File: src/rtl/tmf_pkg.sv
// constants for the timer interrupt mask and flag block
package tmf_pkg;

  // ==========================================================
  // addresses
  localparam logic [5:0]  TMF_IO_FLAGS    = 6'h36;  // flag register, I/O space
  localparam logic [5:0]  TMF_IO_MASK     = 6'h37;  // mask register, I/O space
  localparam logic [15:0] TMF_DS_OFFSET   = 16'h0020; // I/O to data space offset
  localparam logic [15:0] TMF_DS_FLAGS    = TMF_DS_OFFSET + {10'h000, TMF_IO_FLAGS};
  localparam logic [15:0] TMF_DS_MASK     = TMF_DS_OFFSET + {10'h000, TMF_IO_MASK};
  localparam logic [15:0] TMF_EXT_BASE    = 16'h0060; // start of extended region
  localparam logic [15:0] TMF_DS_EXT_MASK = 16'h007D; // extended mask register

  // ==========================================================
  // reset values
  localparam logic [7:0]  TMF_FLAGS_RST   = 8'h00;
  localparam logic [7:0]  TMF_MASK_RST    = 8'h00;
  localparam logic [7:0]  TMF_EXT_RST     = 8'h00;

  // ==========================================================
  // bit positions in the shared and extended registers
  localparam int          TMF_CAP_BIT     = 5;
  localparam int          TMF_CMPA_BIT    = 4;
  localparam int          TMF_CMPB_BIT    = 3;
  localparam int          TMF_OVF_BIT     = 2;
  localparam int          TMF_B_CMPC_BIT  = 1;
  localparam int          TMF_A_CMPC_BIT  = 0;
  localparam logic [7:0]  TMF_OWN_SHARED  = 8'h3C; // bits this block answers
  localparam logic [7:0]  TMF_OWN_EXT     = 8'hFF; // whole extended byte
  localparam logic [7:0]  TMF_EXT_USED    = 8'h3F; // implemented extended bits

  // ==========================================================
  // vector indices on the request and acknowledge buses
  localparam int          TMF_NUM_VEC     = 10;
  localparam int          TMF_V_A_CAP     = 0;
  localparam int          TMF_V_A_CMPA    = 1;
  localparam int          TMF_V_A_CMPB    = 2;
  localparam int          TMF_V_A_OVF     = 3;
  localparam int          TMF_V_A_CMPC    = 4;
  localparam int          TMF_V_B_CAP     = 5;
  localparam int          TMF_V_B_CMPA    = 6;
  localparam int          TMF_V_B_CMPB    = 7;
  localparam int          TMF_V_B_OVF     = 8;
  localparam int          TMF_V_B_CMPC    = 9;

endpackage

File: src/rtl/tmf_top.sv
// interrupt mask and flag logic for two 16-bit timers
//
// Summary of operation
// mask bit 5 with global enable requests first timer capture vector on flag
// mask bit 4 with global enable requests first timer compare-A vector on flag
// mask bit 3 with global enable requests first timer compare-B vector on flag
// mask bit 2 with global enable requests first timer overflow vector on flag
// extended bit 5 with global enable requests second timer capture vector
// extended bit 4 with global enable requests second timer compare-A vector
// extended bit 3 with global enable requests second timer compare-B vector
// extended bit 2 with global enable requests second timer overflow vector
// extended bit 1 with global enable requests second timer compare-C vector
// extended bit 0 with global enable requests first timer compare-C vector
// flag register holds capture, compare-A, compare-B, overflow at bits 5..2
// mask register at I/O 0x37, data 0x57, resets to zero
// flag register at I/O 0x36, data 0x56
// extended mask at 0x7D, resets zero, absent in legacy configuration
// I/O instructions reach only addresses 0x00 to 0x3F
// data-space address of an I/O register is its offset plus 0x20
// extended region from 0x60 reachable by load and store only
// bits 7, 6, 1, 0 of shared registers belong to other timers
// flags clear when their vector runs or on a written one
// compare flag sets one timer cycle after counter equals compare value
// forced compare strobe never sets a compare flag
// capture flag sets on capture, or at top when capture is top
// writing zero leaves a flag alone; flags stay set until cleared
// request is flag AND mask AND global enable; masked flags stay pending
`timescale 1ns/10ps

module tmf_top
  import tmf_pkg::*;
(
  input  wire logic                   ref_clk,
  input  wire logic                   rst,
  // core status and configuration
  input  wire logic                   gie,
  input  wire logic                   compat_mode,
  // I/O instruction port
  input  wire logic [5:0]             io_addr,
  input  wire logic                   io_wr,
  input  wire logic                   io_rd,
  input  wire logic [7:0]             io_wdata,
  // data-space load and store port
  input  wire logic [15:0]            ds_addr,
  input  wire logic                   ds_wr,
  input  wire logic                   ds_rd,
  input  wire logic [7:0]             ds_wdata,
  // first timer events
  input  wire logic                   timer_tick,
  input  wire logic                   t_a_capture_event,
  input  wire logic                   t_a_cap_is_top,
  input  wire logic                   t_a_at_top,
  input  wire logic                   t_a_cmp_a_eq,
  input  wire logic                   t_a_cmp_b_eq,
  input  wire logic                   t_a_ovf_event,
  input  wire logic                   forced_compare_strobe,
  input  wire logic                   forced_compare_b_strobe,
  // flags held by the extended flag register
  input  wire logic [5:0]             extended_timer_event_flags,
  // vector execution acknowledge, one-hot
  input  wire logic [TMF_NUM_VEC-1:0] vec_ack,
  // read answer
  output logic [7:0]                  rd_data,
  output logic                        rd_valid,
  output logic [7:0]                  rd_own_bits,
  // interrupt requests and extended flag clears
  output logic [TMF_NUM_VEC-1:0]      irq_req,
  output logic [5:0]                  ext_flag_clear
);

  // ==========================================================
  // storage
  logic [7:0]             timer_event_flags_r;
  logic [7:0]             timer_event_flags_nxt;
  logic [7:0]             timer_irq_mask_r;
  logic [7:0]             extended_timer_irq_mask_r;
  logic                   cmp_a_pend_r;
  logic                   cmp_a_pend_nxt;
  logic                   cmp_b_pend_r;
  logic                   cmp_b_pend_nxt;
  logic [7:0]             rd_data_r;
  logic                   rd_valid_r;
  logic [7:0]             rd_own_r;
  logic [TMF_NUM_VEC-1:0] irq_req_r;
  logic [TMF_NUM_VEC-1:0] irq_req_nxt;
  logic [5:0]             ext_flag_clear_r;

  // decode results
  logic                   wr_flags;
  logic                   wr_mask;
  logic                   wr_ext;
  logic                   rd_flags;
  logic                   rd_mask;
  logic                   rd_ext;
  logic [7:0]             wdata;

  // flag set and clear terms
  logic [7:0]             flag_set;
  logic [7:0]             flag_clr;

  // ==========================================================
  // address decode
  // the I/O port is six bits wide, so it only ever reaches 0x00..0x3F
  // and can never touch the extended region; an I/O access wins if
  // the core presents both ports in one cycle
  always_comb begin
    wr_flags = 1'b0;
    wr_mask  = 1'b0;
    wr_ext   = 1'b0;
    rd_flags = 1'b0;
    rd_mask  = 1'b0;
    rd_ext   = 1'b0;
    wdata    = io_wdata;
    if (io_wr || io_rd) begin
      wr_flags = io_wr && (io_addr == TMF_IO_FLAGS);
      wr_mask  = io_wr && (io_addr == TMF_IO_MASK);
      rd_flags = io_rd && (io_addr == TMF_IO_FLAGS);
      rd_mask  = io_rd && (io_addr == TMF_IO_MASK);
    end else begin
      wdata    = ds_wdata;
      wr_flags = ds_wr && (ds_addr == TMF_DS_FLAGS);
      wr_mask  = ds_wr && (ds_addr == TMF_DS_MASK);
      rd_flags = ds_rd && (ds_addr == TMF_DS_FLAGS);
      rd_mask  = ds_rd && (ds_addr == TMF_DS_MASK);
      // extended mask exists only outside the legacy configuration
      wr_ext   = ds_wr && (ds_addr == TMF_DS_EXT_MASK) && !compat_mode;
      rd_ext   = ds_rd && (ds_addr == TMF_DS_EXT_MASK) && !compat_mode;
    end
  end

  // ==========================================================
  // mask register, only the first timer's bits are stored here
  always_ff @(posedge ref_clk or posedge rst) begin
    if (rst) begin
      timer_irq_mask_r <= TMF_MASK_RST;
    end else if (wr_mask) begin
      // bits 7, 6, 1, 0 stay zero here; other timers hold them
      timer_irq_mask_r <= wdata & TMF_OWN_SHARED;
    end
  end

  // ==========================================================
  // extended mask register
  always_ff @(posedge ref_clk or posedge rst) begin
    if (rst) begin
      extended_timer_irq_mask_r <= TMF_EXT_RST;
    end else if (wr_ext) begin
      extended_timer_irq_mask_r <= wdata & TMF_EXT_USED;
    end
  end

  // ==========================================================
  // compare match pending stage
  // a match seen on one timer tick becomes a flag on the next tick;
  // a forced compare makes the compare unit see an equal value, so
  // that tick must not arm the flag
  always_comb begin
    cmp_a_pend_nxt = cmp_a_pend_r;
    if (timer_tick) begin
      cmp_a_pend_nxt = t_a_cmp_a_eq && !forced_compare_strobe;
    end
  end

  // compare B arm, same timing as compare A
  always_comb begin
    cmp_b_pend_nxt = cmp_b_pend_r;
    if (timer_tick) begin
      cmp_b_pend_nxt = t_a_cmp_b_eq && !forced_compare_b_strobe;
    end
  end

  // compare A pending register
  always_ff @(posedge ref_clk or posedge rst) begin
    if (rst) begin
      cmp_a_pend_r <= 1'b0;
    end else begin
      cmp_a_pend_r <= cmp_a_pend_nxt;
    end
  end

  // compare B pending register
  always_ff @(posedge ref_clk or posedge rst) begin
    if (rst) begin
      cmp_b_pend_r <= 1'b0;
    end else begin
      cmp_b_pend_r <= cmp_b_pend_nxt;
    end
  end

  // ==========================================================
  // flag set terms from the first timer
  always_comb begin
    flag_set = 8'h00;
    // capture pin event, or reaching top while capture register is top
    flag_set[TMF_CAP_BIT]  = t_a_capture_event ||
                             (t_a_cap_is_top && t_a_at_top);
    flag_set[TMF_CMPA_BIT] = timer_tick && cmp_a_pend_r;
    flag_set[TMF_CMPB_BIT] = timer_tick && cmp_b_pend_r;
    flag_set[TMF_OVF_BIT]  = t_a_ovf_event;
  end

  // ==========================================================
  // flag clear terms: a written one or the vector being executed
  always_comb begin
    flag_clr = 8'h00;
    if (wr_flags) begin
      flag_clr = wdata & TMF_OWN_SHARED;
    end
    flag_clr[TMF_CAP_BIT]  = flag_clr[TMF_CAP_BIT]  || vec_ack[TMF_V_A_CAP];
    flag_clr[TMF_CMPA_BIT] = flag_clr[TMF_CMPA_BIT] || vec_ack[TMF_V_A_CMPA];
    flag_clr[TMF_CMPB_BIT] = flag_clr[TMF_CMPB_BIT] || vec_ack[TMF_V_A_CMPB];
    flag_clr[TMF_OVF_BIT]  = flag_clr[TMF_OVF_BIT]  || vec_ack[TMF_V_A_OVF];
  end

  // ==========================================================
  // flag next value: a set arriving with a clear wins, so no event
  // is lost; flags are held until cleared
  always_comb begin
    timer_event_flags_nxt = (flag_set | (timer_event_flags_r & ~flag_clr)) &
                            TMF_OWN_SHARED;
  end

  // flag register
  // bits owned by other timers are masked to zero and never stored
  always_ff @(posedge ref_clk or posedge rst) begin
    if (rst) begin
      timer_event_flags_r <= TMF_FLAGS_RST;
    end else begin
      timer_event_flags_r <= timer_event_flags_nxt;
    end
  end

  // ==========================================================
  // interrupt requests: flag AND mask AND global enable
  // a masked flag keeps its state and raises its request once the
  // mask or global enable is set
  always_comb begin
    irq_req_nxt = '0;
    irq_req_nxt[TMF_V_A_CAP]  = gie && timer_irq_mask_r[TMF_CAP_BIT] &&
                                timer_event_flags_r[TMF_CAP_BIT];
    irq_req_nxt[TMF_V_A_CMPA] = gie && timer_irq_mask_r[TMF_CMPA_BIT] &&
                                timer_event_flags_r[TMF_CMPA_BIT];
    irq_req_nxt[TMF_V_A_CMPB] = gie && timer_irq_mask_r[TMF_CMPB_BIT] &&
                                timer_event_flags_r[TMF_CMPB_BIT];
    irq_req_nxt[TMF_V_A_OVF]  = gie && timer_irq_mask_r[TMF_OVF_BIT] &&
                                timer_event_flags_r[TMF_OVF_BIT];
    if (!compat_mode) begin
      irq_req_nxt[TMF_V_B_CAP]  = gie && extended_timer_irq_mask_r[TMF_CAP_BIT] &&
                                  extended_timer_event_flags[TMF_CAP_BIT];
      irq_req_nxt[TMF_V_B_CMPA] = gie && extended_timer_irq_mask_r[TMF_CMPA_BIT] &&
                                  extended_timer_event_flags[TMF_CMPA_BIT];
      irq_req_nxt[TMF_V_B_CMPB] = gie && extended_timer_irq_mask_r[TMF_CMPB_BIT] &&
                                  extended_timer_event_flags[TMF_CMPB_BIT];
      irq_req_nxt[TMF_V_B_OVF]  = gie && extended_timer_irq_mask_r[TMF_OVF_BIT] &&
                                  extended_timer_event_flags[TMF_OVF_BIT];
      irq_req_nxt[TMF_V_B_CMPC] = gie && extended_timer_irq_mask_r[TMF_B_CMPC_BIT] &&
                                  extended_timer_event_flags[TMF_B_CMPC_BIT];
      irq_req_nxt[TMF_V_A_CMPC] = gie && extended_timer_irq_mask_r[TMF_A_CMPC_BIT] &&
                                  extended_timer_event_flags[TMF_A_CMPC_BIT];
    end
  end

  // request register
  // registered so each request comes straight from a flip-flop
  always_ff @(posedge ref_clk or posedge rst) begin
    if (rst) begin
      irq_req_r <= '0;
    end else begin
      irq_req_r <= irq_req_nxt;
    end
  end

  // ==========================================================
  // clears for flags that live in the extended flag register
  // the holder of those flags clears the bit two cycles after the ack
  // one pulse per acknowledge, treated there like a written one
  always_ff @(posedge ref_clk or posedge rst) begin
    if (rst) begin
      ext_flag_clear_r <= 6'h00;
    end else begin
      ext_flag_clear_r[TMF_CAP_BIT]    <= vec_ack[TMF_V_B_CAP];
      ext_flag_clear_r[TMF_CMPA_BIT]   <= vec_ack[TMF_V_B_CMPA];
      ext_flag_clear_r[TMF_CMPB_BIT]   <= vec_ack[TMF_V_B_CMPB];
      ext_flag_clear_r[TMF_OVF_BIT]    <= vec_ack[TMF_V_B_OVF];
      ext_flag_clear_r[TMF_B_CMPC_BIT] <= vec_ack[TMF_V_B_CMPC];
      ext_flag_clear_r[TMF_A_CMPC_BIT] <= vec_ack[TMF_V_A_CMPC];
    end
  end

  // ==========================================================
  // read answer, one cycle after the read strobe
  // values are those before any same-cycle write; rd_own_bits tells
  // the core which bits this block drives so it can merge the bytes
  // answered by the other timers
  always_ff @(posedge ref_clk or posedge rst) begin
    if (rst) begin
      rd_valid_r <= 1'b0;
    end else begin
      rd_valid_r <= rd_flags || rd_mask || rd_ext;
    end
  end

  // read data, zero when nothing is read
  always_ff @(posedge ref_clk or posedge rst) begin
    if (rst) begin
      rd_data_r <= 8'h00;
    end else if (rd_flags) begin
      rd_data_r <= timer_event_flags_r;
    end else if (rd_mask) begin
      rd_data_r <= timer_irq_mask_r;
    end else if (rd_ext) begin
      rd_data_r <= extended_timer_irq_mask_r;
    end else begin
      rd_data_r <= 8'h00;
    end
  end

  // ownership of the answered bits
  always_ff @(posedge ref_clk or posedge rst) begin
    if (rst) begin
      rd_own_r <= 8'h00;
    end else if (rd_flags) begin
      rd_own_r <= TMF_OWN_SHARED;
    end else if (rd_mask) begin
      rd_own_r <= TMF_OWN_SHARED;
    end else if (rd_ext) begin
      rd_own_r <= TMF_OWN_EXT;
    end else begin
      rd_own_r <= 8'h00;
    end
  end

  // ==========================================================
  // outputs
  // every output is a register; no logic sits between the flip-flops
  // and the ports, so the core sees no glitches
  assign rd_data        = rd_data_r;
  assign rd_valid       = rd_valid_r;
  assign rd_own_bits    = rd_own_r;
  assign irq_req        = irq_req_r;
  assign ext_flag_clear = ext_flag_clear_r;

endmodule // tmf_top

File: config.mk
export PLATFORM = sky130hd
export DESIGN_NAME = tmf_top
export DESIGN_NICKNAME = d
export VERILOG_FILES = /design/src/rtl/tmf_pkg.sv /design/src/rtl/tmf_top.sv
export SDC_FILE = /design/constraint.sdc
export NUM_CORES = 1
export LEC_CHECK = 0
export ABC_AREA = 1
export BUFFER_PORTS_ARGS = -buffer_cell sky130_fd_sc_hd__clkbuf_2
export CORE_MARGIN = 1
export CORE_UTILIZATION = 47
export DETAILED_ROUTE_END_ITERATION = 10
export GPL_TIMING_DRIVEN = 0
export HOLD_SLACK_MARGIN = 0.1
export PLACE_DENSITY = 0.89
export SLEW_MARGIN = 20
export SYNTH_ARGS = -nofsm -noshare
export SYNTH_HDL_FRONTEND = slang
export SYNTH_SLANG_ARGS = --single-unit
File: constraint.sdc
create_clock -name ref_clk -period 2 [get_ports ref_clk]
set_clock_uncertainty 0.1 [all_clocks]
set_input_delay 0.4 -clock ref_clk [delete_from_list [all_inputs] [get_ports ref_clk]]
set_output_delay 0.4 -clock ref_clk [all_outputs]
set_load 0.1 [all_outputs]
**After elaboration in Yosys (flattened, before gate mapping)**

Index checks and enable logic that the tools add are counted.

- Bits of input ports: 71
- Logic and storage cells: 81
- Register bits: 49
- Output and inout bits: 33

- Equality and inequality tests: 5
- Mux-type cells: 15
- Reduce and logical (&&, ||, !) cells: 48
- Bitwise operators: 3

Operator list:

| cell | count |
|---|---|
| $eq A16 B7 Y1 const B | 3 |
| $logic_and A1 B1 Y1 | 37 |
| $mux W6 | 6 |
| $mux W8 | 3 |
| $eq A6 B6 Y1 const B | 2 |
| $logic_or A1 B1 Y1 | 8 |
| $and A6 B6 Y6 | 1 |
| $mux W1 | 6 |
| $not A6 Y6 | 1 |
| $or A6 B6 Y6 | 1 |
| $logic_not A1 Y1 | 3 |

**Depth between registers and ports, before layout**

Gate-level depths: netlist (run 1).

- Word-level depth: 8
- Depth in mapped cells: 9
- Depth with buffers taken out: 9

**Least setup slack after synthesis (run 1)**

No wires, ideal clock.

- Kind: register -> output
- Start: reg, netlist name rd_own_bits[6]
- End: out rd_own_bits[1]
- Cell stages (with the launch flop): 2
- Data required time: 1,500 ps
- Path buffers: 1
- Setup slack: 143 ps
- Arrival time: 1,357 ps
- Cell sequence: dfrtp_1 buf_4

RTL lines:

| element | line | text |
|---|---|---|
| end: declaration | tmf_top.sv:65 | `output logic [7:0] rd_own_bits,` |

**Final worst setup path (run 1)**

- Start: reg rd_own_r[6] (netlist: rd_own_bits[6])
- End: out rd_own_bits[6]

RTL lines:

| element | line | text |
|---|---|---|
| start: declaration | tmf_top.sv:83 | `logic [7:0] rd_own_r;` |
| start signal: assignment | tmf_top.sv:321 | `rd_own_r <= 8'h00;` |
| start signal: assignment | tmf_top.sv:323 | `rd_own_r <= TMF_OWN_SHARED;` |
| start signal: assignment | tmf_top.sv:325 | `rd_own_r <= TMF_OWN_SHARED;` |

No word-level cell between the ends.

==> reports/results.txt, run 1 <==
Post-detail-place hpwl: 3.16 mm
Maximum number of pins on one net before global-route repair: 37
Placement row count: 22
Clock network latency to the later pin of the worst-skew pair: 280 ps
Vias in the first global route: 1559
Number of nets in the layout: 398
Setup TNS Final: 0 ps
Last weighted congestion value of the routability-driven placer: 0.796
Die width: 65.2 um
CTS root buf: clkbuf_8
Tightest Pin Transition: 551 ps
Final setup violation count: 0
Number of standard cells in the final layout excluding fillers: 374
Arrival time reported for the critical path endpoint: 1230 ps
Multiplexer fraction of the synthesized cell area: 0%
Startpoint Class: register
Number of buffers created by CTS: 5
Unrepaired setup endpoints after global routing: false
Die Area: 0.00424 mm^2
Post-detailed-route DRC marker count: 0
Max-capacitance violation count: 0
Pre-CTS setup slack: 380 ps
Starting density of the core: 50.1%
Setup WS post-layout: 271 ps
Max VDD drop: 0.000286 V
Proportion of netlist area held by the largest area contributor: 54.7%
Crit share post-route: 86.5%
Total number of vias: 1720
Core region area: 0.00374 mm^2
Final WL: 3.86 mm
Detailed-route wire length per cell: 10.3 um
Placed Cells incl. Taps: 367
Power density over the cells: 670 mW/mm^2
Flop and latch count out of synthesis: 41
Htree depth: 2
Setup Crit Path Kind: reg2out
Sequential share of the synthesized area: 54.7%
Dominant combinational cell family by area after synthesis: simple AND/OR/NAND/NOR gates
Final Hold Fails: 0
Run status: finished, final reports clean
Number of standard cells after synthesis: 222
Number of search-and-repair iterations in the first detailed-routing pass: 4
Mapped Area: 0.00187 mm^2
Required time at the worst-slack endpoint: 1500 ps
Simple-gate area share of the yosys netlist: 29.2%
Achievable Freq: 578 MHz
Overall die height: 65.2 um
I/O pin cnt: 104
Number of distinct standard cells referenced by the synthesized netlist: 20
Minimum clock period after layout: 1730 ps
Top post-synthesis cells by area: dfrtp_1, nand2_1, inv_1
Layout Utilization: 67.2%
ANT nets after route: 0
Buffers added on ports: 95
Warning count from the yosys run: 0
Clock-pin transition on the worst setup and hold timing paths: 70 ps
Crit path max fanout: 4
Worst-case clock buffer depth: 2
Number of antenna violations at the first check in global routing: 0
Most used cells in the layout excluding fill and tap cells: clkbuf_2, nand2_1, dfrtp_1
GRT Total Usage: 19.8%
Area fraction in compound gates after synthesis: 4.81%
First-pass GRT wire length: 6.22 mm
Min-Delay Path Class: in2reg
Via/cell ratio: 4.60
Fraction of layout cells with a size suffix above 1: 39.3%
# diodes: 0
Resize count post-CTS: 0
XOR/XNOR Fraction of Synth Area: 0%
Lkg Pwr: 1.48 nW
Initial DRC Count: 87
Adder-cell share of the synthesized area: 0%
Slew Limit Headroom: 63.4%
Area growth from synthesis to layout: 34.3%
Post-Synthesis Mean Instance Area: 8.44 um^2
Post-synthesis cell type with the largest combined area: dfrtp_1
Kind of end point of the critical path: output port
Total congestion overflow: 0
Most common cell after layout, fill and taps aside: clkbuf_2
Sink Count: 41
Number of pins exceeding their max-slew limit in the final report: 0
TritonCTS clock tree: done
kinds of logic after synthesis:
family | Yosys count
buf+inv | 45
other cells | 1
compound gates | 13
flops | 41
simple gates | 122
cells in the mapped netlist:
cell type / n
conb_1: 1
inv_2: 1
nor3_4: 1
nand2_1: 69
dfrtp_1: 41
o21ai_0: 4
nand4_1: 7
nor2_4: 3
buf_6: 1
inv_1: 35
buf_4: 8
nor2_2: 2
nand2_2: 1
nor3_1: 5
o21ai_2: 6
nand3_2: 2
a21oi_1: 1
nor2_1: 23
nand3_1: 9
o22ai_1: 2
registers in the layout, indices dropped and copies added (netlist names):
register	count
timer_irq_mask_r	4
rd_valid	1
rd_data	6
irq_req	10
cmp_b_pend_r	1
cmp_a_pend_r	1
ext_flag_clear	6
extended_timer_irq_mask_r	6
timer_event_flags_r	4
rd_own_bits	2
power breakdown:
part	switching, mW	internal (mW)
Combinational	0.232	0.0919
Sequential	0.0170	0.869
Clock	0.247	0.229
Total	0.496	1.19
final timing paths:
path,end,startpoint,cells after the start,slack (ps)
hold / removal,ext_flag_clear[0],vec_ack[4],1,120
max in group asynchronous,irq_req[2],rst,4,970
setup reg to reg,rd_data[4],extended_timer_irq_mask_r[4],2,1180
hold reg to reg,rd_data[2],timer_event_flags_r[2],2,390
setup / recovery,rd_own_bits[6],rd_own_bits[6],2,270
min in group asynchronous,ext_flag_clear[2],rst,3,440
worst max-delay path, stage by stage (launching register included):
cell and delay (ps):
dfrtp_1 390, buf_4 120, clkbuf_2 440
stage by stage:
| stage | power, mW | cell area [um^2] | hold slack, ps |
|---|---|---|---|
| 4_1_cts | 1.71 | 2520 | 108 |
| 6_report | 1.69 | 2520 | 121 |
| 2_1_floorplan | 1.11 | 1880 | 331 |
| 5_1_grt | 1.77 | 2520 | 106 |
| 3_5_place_dp | 1.23 | 2430 | 179 |
| 3_3_place_gp | 1.21 | 2410 | 360 |
per-layer routing:
| layer | GRT usage [%] | up-vias | routed length (um) |
|---|---|---|---|
| met3 | 5.38 | 9 | 367 |
| met5 | 0 | - | 0 |
| met4 | 8.15 | 0 | 70 |
| li1 | - | 874 | - |
| met2 | 36.2 | 92 | 1930 |
| met1 | 21.3 | 745 | 1490 |
timing repair:
item                                    CTS  global route
hold endpoints to repair                  5             0
buffers inserted                          0             0
endpoints found under the setup margin    0             0
hold buffers                              1             0
cell type report:
cell class / count / area (um^2)
buffer: 9 / 71.3
tap: 48 / 60.1
clock inverter: 1 / 5.00
multi-input combinational: 137 / 646
fill: 312 / 1230
sequential: 41 / 1030
inverter: 36 / 135
clock buffer: 5 / 68.8
timing repair buffer: 97 / 505
Note: power is estimated with default switching activity, not from simulation.
==> inputs of run 2 (changes only) <==
--- a/config.mk
+++ b/config.mk
@@ -12,7 +12,8 @@
 export DETAILED_ROUTE_END_ITERATION = 10
 export GPL_TIMING_DRIVEN = 0
 export HOLD_SLACK_MARGIN = 0.1
-export PLACE_DENSITY = 0.89
+export PLACE_DENSITY = 0.84
+export RECOVER_POWER = 50
 export SLEW_MARGIN = 20
 export SYNTH_ARGS = -nofsm -noshare
 export SYNTH_HDL_FRONTEND = slang
==> run 2 against run 1 <==
Worst setup slack lost 1.6 ps. Utilization grew 1.1 points. First-iteration DRC count grew 30%. Critical path depth is the same. Global-route usage grew 0.33 points. Final area grew 1.7%. Sequential cell count is the same. Critical path type unchanged. Critical endpoint is now rd_own_bits[5].
==> reports/results.txt, run 2 (synthesized netlist as in run 1, its figures left out) <==
Post-CTS Hold Fix Bufs: 1
Most common cell after layout, fill and taps aside: clkbuf_2
Worst reg2reg path depth: 2
Core region area: 0.00374 mm^2
Final WL: 3.83 mm
Post-detail-place hpwl: 3.08 mm
Number of nets in the layout: 398
Run status: finished, final reports clean
ANT nets after route: 0
Post-layout power: 1.87 mW
Number of search-and-repair iterations in the first detailed-routing pass: 4
Placed Cells incl. Taps: 367
Crit share post-route: 86.5%
Reg2Reg Setup Slack: 1170 ps
Overall die height: 65.2 um
Area growth from synthesis to layout: 36.6%
HP Start: vec_ack[5]
Pre-CTS setup slack: 358 ps
Starting density of the core: 50.1%
Flip-flop count of the largest register after layout: 10
Post-detailed-route DRC marker count: 0
Crit path max fanout: 4
Htree depth: 2
Power density over the cells: 730 mW/mm^2
GRT Total Usage: 20.1%
Number of standard cells in the final layout excluding fillers: 376
Max-capacitance violation count: 0
Setup Crit Path Kind: reg2out
Number of buffers created by CTS: 5
Detailed-route wire length per cell: 10.2 um
Arrival time reported for the critical path endpoint: 1230 ps
Kind of end point of the critical path: output port
Fraction of layout cells with a size suffix above 1: 39.0%
First-pass GRT wire length: 6.45 mm
Last weighted congestion value of the routability-driven placer: 0.868
Die width: 65.2 um
Cell depth of the worst min-delay path: 1
Total number of vias: 1708
Lkg Pwr: 1.50 nW
Sink Count: 41
Achievable Freq: 578 MHz
FF-to-FF Start: extended_timer_irq_mask_r[4]
Final Hold Fails: 0
Number of pins exceeding their max-slew limit in the final report: 0
Most used cells in the layout excluding fill and tap cells: clkbuf_2, nand2_1, dfrtp_1
Buffers added on ports: 95
Vias in the first global route: 1564
Clock-pin transition on the worst setup and hold timing paths: 70 ps
Number of antenna violations at the first check in global routing: 0
Layout Utilization: 68.4%
Placement row count: 22
Initial DRC Count: 113
# diodes: 0
Required time at the worst-slack endpoint: 1500 ps
Total congestion overflow: 0
Setup WS post-layout: 269 ps
Startpoint Class: register
Tightest Pin Transition: 544 ps
Via/cell ratio: 4.54
Slew Limit Headroom: 63.9%
Postcts setup bufs: 0
Worst flop-to-flop path endpoint: rd_data[4]
Max VDD drop: 0.000346 V
I/O pin cnt: 104
Resize count post-CTS: 0
Setup TNS Final: 0 ps
CTS root buf: clkbuf_8
Clock network latency to the later pin of the worst-skew pair: 280 ps
Final setup violation count: 0
Maximum number of pins on one net before global-route repair: 37
Die Area: 0.00424 mm^2
TritonCTS clock tree: done
Worst-case clock buffer depth: 2
Minimum clock period after layout: 1730 ps
Unrepaired setup endpoints after global routing: false
Fill count: 308
Min-Delay Path Class: in2reg
Hold Crit Endpoint: ext_flag_clear[5]
-- run 2: per-layer routing --
layer	vias up	part of all wire (%)	GRT usage, %
met3	5	9.7	4.51
met4	0	1.2	6.52
met5	-	0	0
met2	95	47	34.9
li1	879	-	-
met1	729	42	24.8
-- run 2: layout make-up --
| class | instances | area [um^2] | share of cell area, % |
|---|---|---|---|
| Buffer | 9 | 71.3 | 2.79 |
| Clock buffer | 7 | 86.3 | 3.37 |
| Clock inverter | 1 | 30.0 | 1.17 |
| Inverter | 36 | 135 | 5.28 |
| Multi-Input combinational cell | 137 | 646 | 25.2 |
| Sequential cell | 41 | 1030 | 40.1 |
| Tap cell | 48 | 60.1 | 2.35 |
| Timing Repair Buffer | 97 | 505 | 19.7 |
-- run 2: where the power goes --
group	leakage, nW	total [mW]	switching [mW]	internal (mW)
Clock	0.0585	0.660	0.254	0.406
Sequential	0.531	0.885	0.0162	0.868
Combinational	0.915	0.324	0.232	0.0917
-- run 2: worst max-delay path by stage --
stage                         startpoint                           end  slack, ps  cells past startpoint
after floorplan           rd_own_bits[6]                rd_own_bits[1]        140                      1
after global placement               rst                    irq_req[5]        110                      2
after detailed placement      ds_addr[1]  extended_timer_irq_mask_r[1]        360                      8
after CTS                 rd_own_bits[5]                rd_own_bits[5]        240                      2
after global routing      rd_own_bits[5]                rd_own_bits[5]        210                      2
final                     rd_own_bits[5]                rd_own_bits[5]        270                      2
-- run 2: through the flow --
step	cell area [um^2]	hold slack, ps
3_3_place_gp	2410	361
2_1_floorplan	1880	331
5_1_grt	2560	110
3_5_place_dp	2430	176
6_report	2560	123
4_1_cts	2560	113
-- run 2: critical path, cell delays in order, from the launching register on --
cell      delay (ps)
dfrtp_1          390
buf_4            120
clkbuf_2         440
==> inputs of run 3 (changes only) <==
--- a/config.mk
+++ b/config.mk
@@ -5,14 +5,13 @@
 export SDC_FILE = /design/constraint.sdc
 export NUM_CORES = 1
 export LEC_CHECK = 0
-export ABC_AREA = 1
 export BUFFER_PORTS_ARGS = -buffer_cell sky130_fd_sc_hd__clkbuf_2
 export CORE_MARGIN = 1
-export CORE_UTILIZATION = 47
+export CORE_UTILIZATION = 46
 export DETAILED_ROUTE_END_ITERATION = 10
 export GPL_TIMING_DRIVEN = 0
 export HOLD_SLACK_MARGIN = 0.1
-export PLACE_DENSITY = 0.84
+export PLACE_DENSITY = 0.85
 export RECOVER_POWER = 50
 export SLEW_MARGIN = 20
 export SYNTH_ARGS = -nofsm -noshare
==> run 3 against run 2 <==
Synthesized cell count fell by 32%. Hold slack got worse by 6.7 ps. Clock power fell by 16%. Maximum frequency fell by 0.51%. Routed wire length rose by 2.9%. Largest power group unchanged. Final cell count fell by 20%. First-iteration DRC count fell by 27%.
==> reports/results.txt, run 3 <==
Run status: finished, final reports clean
Post-detailed-route DRC marker count: 0
Unrepaired setup endpoints after global routing: false
Post-CTS Hold Fix Bufs: 1
Final setup violation count: 0
Most used cells in the layout excluding fill and tap cells: clkbuf_2, dfrtp_1, nand2_1
Sink Count: 41
Post-synthesis cell type with the largest combined area: dfrtp_1
Buffers added on ports: 95
Placement row count: 21
Async S/R FF share, synth: 100%
Required time at the worst-slack endpoint: 1500 ps
Die width: 63.2 um
Multi-input logic area: 597 um^2
Final Hold Slack: 116 ps
Largest delay contributor family on the critical path: buffers and inverters
Maximum number of pins on one net before global-route repair: 38
Minimum clock period after layout: 1740 ps
Slew Limit Headroom: 63.2%
Setup WS post-layout: 260 ps
TritonCTS clock tree: done
Number of search-and-repair iterations in the first detailed-routing pass: 5
Crit share post-route: 87.0%
Detailed-route wire length per cell: 13.1 um
Total congestion overflow: 0
Final Hold Fails: 0
Overall die height: 63.2 um
Number of nets in the layout: 326
Min-Delay Path Class: in2reg
Sequence of cells on the critical path: buf_4 -> clkbuf_2
Number of pins exceeding their max-slew limit in the final report: 0
Top post-synthesis cells by area: dfrtp_1, nand2_1, and3_1
Final WL: 3.94 mm
Last weighted congestion value of the routability-driven placer: 0.769
First-pass GRT wire length: 6.68 mm
Top cells by instance count after synthesis: dfrtp_1, nand2_1, and3_1
Power density over the cells: 729 mW/mm^2
Fraction of layout cells with a size suffix above 1: 46.5%
I/O pin cnt: 104
Count of buffer and inverter cells on the critical path: 2
Number of antenna violations at the first check in global routing: 0
Dominant cell by count in the synthesized netlist: dfrtp_1
Setup TNS Final: 0 ps
Sequential share of the synthesized area: 59.6%
Resize count post-CTS: 0
Setup Crit Path Kind: reg2out
Arrival time reported for the critical path endpoint: 1240 ps
Flop and latch count out of synthesis: 41
Number of standard cells after synthesis: 150
Most common cell after layout, fill and taps aside: clkbuf_2
Die Area: 0.00399 mm^2
Clock-pin transition on the worst setup and hold timing paths: 70 ps
Vias in the first global route: 1508
Warning count from the yosys run: 0
Register area: 0.00103 mm^2
Max-capacitance violation count: 0
ANT nets after route: 0
Clock network latency to the later pin of the worst-skew pair: 290 ps
Postcts setup bufs: 0
Number of buffers created by CTS: 5
Count of flip-flops with a built-in enable after synthesis: 0
Fill count: 284
Number of distinct standard cells referenced by the synthesized netlist: 32
Mapped Area: 0.00172 mm^2
Htree depth: 2
GRT Total Usage: 21.9%
Crit path max fanout: 4
Achievable Freq: 575 MHz
Area growth from synthesis to layout: 38.4%
Lkg Pwr: 1.34 nW
Slowest cell on crit path: clkbuf_2
Worst-case clock buffer depth: 2
Proportion of netlist area held by the largest area contributor: 59.6%
Max VDD drop: 0.000293 V
Initial DRC Count: 82
Top_reg_cell synth: dfrtp_1
# diodes: 0
Post-detail-place hpwl: 3.16 mm
Core region area: 0.00347 mm^2
Via/cell ratio: 4.97
Pre-CTS setup slack: 52.5 ps
Startpoint Class: register
CTS root buf: clkbuf_8
Post-Synthesis Mean Instance Area: 11.5 um^2
Kind of end point of the critical path: output port
Total number of vias: 1502
Starting density of the core: 49.6%
Tightest Pin Transition: 554 ps
Largest stage delay on the critical path: 440 ps
Flip-flop count of the largest register after layout: 10
## run 3: layout make-up
cell class | count | area share (%)
flip-flops and latches | 41 | 43.1
clock buffers | 6 | 3.47
well taps | 46 | 2.42
clock inverters | 2 | 0.578
inverters | 8 | 1.26
repair buffers | 97 | 21.1
multi-input cells | 93 | 25.1
plain buffers | 9 | 3.00
## run 3: report_power, final
group	internal, mW	switching, mW	leakage [nW]	total, mW
clock network	0.279	0.274	0.0512	0.554
registers	0.867	0.0239	0.542	0.890
logic	0.0917	0.200	0.743	0.292
total	1.24	0.499	1.34	1.74
## run 3: layer usage
metal,vias up,GRT usage [%],wire length [um]
met3,6,3.80,258
met4,0,13.4,74
met5,-,0,0
met1,694,25.0,1540
met2,70,38.0,2070
li1,732,-,-
## run 3: per-stage QoR
stage | std cells | power [mW] | area, um^2 | util [%]
global route | 302 | 1.82 | 2380 | 68.7
detailed placement | 293 | 1.20 | 2280 | 65.7
finish | 302 | 1.74 | 2380 | 68.7
global placement | 292 | 1.18 | 2260 | 65.1
floorplan | 151 | 1.08 | 1720 | -
CTS | 302 | 1.75 | 2380 | 68.7
## run 3: path summary, 6_finish.rpt
kind	cells after the start	slack (ps)	from	to
worst max-delay path	2	260	rd_own_bits[5]	rd_own_bits[3]
worst min-delay path	1	120	vec_ack[4]	ext_flag_clear[0]
worst max register to register	2	910	timer_event_flags_r[3]	rd_data[3]
worst min register to register	2	390	cmp_b_pend_r	timer_event_flags_r[3]
max in group asynchronous	4	910	rst	timer_irq_mask_r[5]
min in group asynchronous	3	450	rst	rd_valid
## run 3: cells by family (layout without fill, tap and decap cells)
logic type	count (synthesis)	after routing	synth area share [%]
AND/OR/NAND/NOR	59	59	20.8
flip-flops	41	41	59.6
AO/OA/AOI/OAI	26	26	9.31
buffers and inverters	17	122	5.89
multiplexers	6	6	4.15
other	1	2	0.218
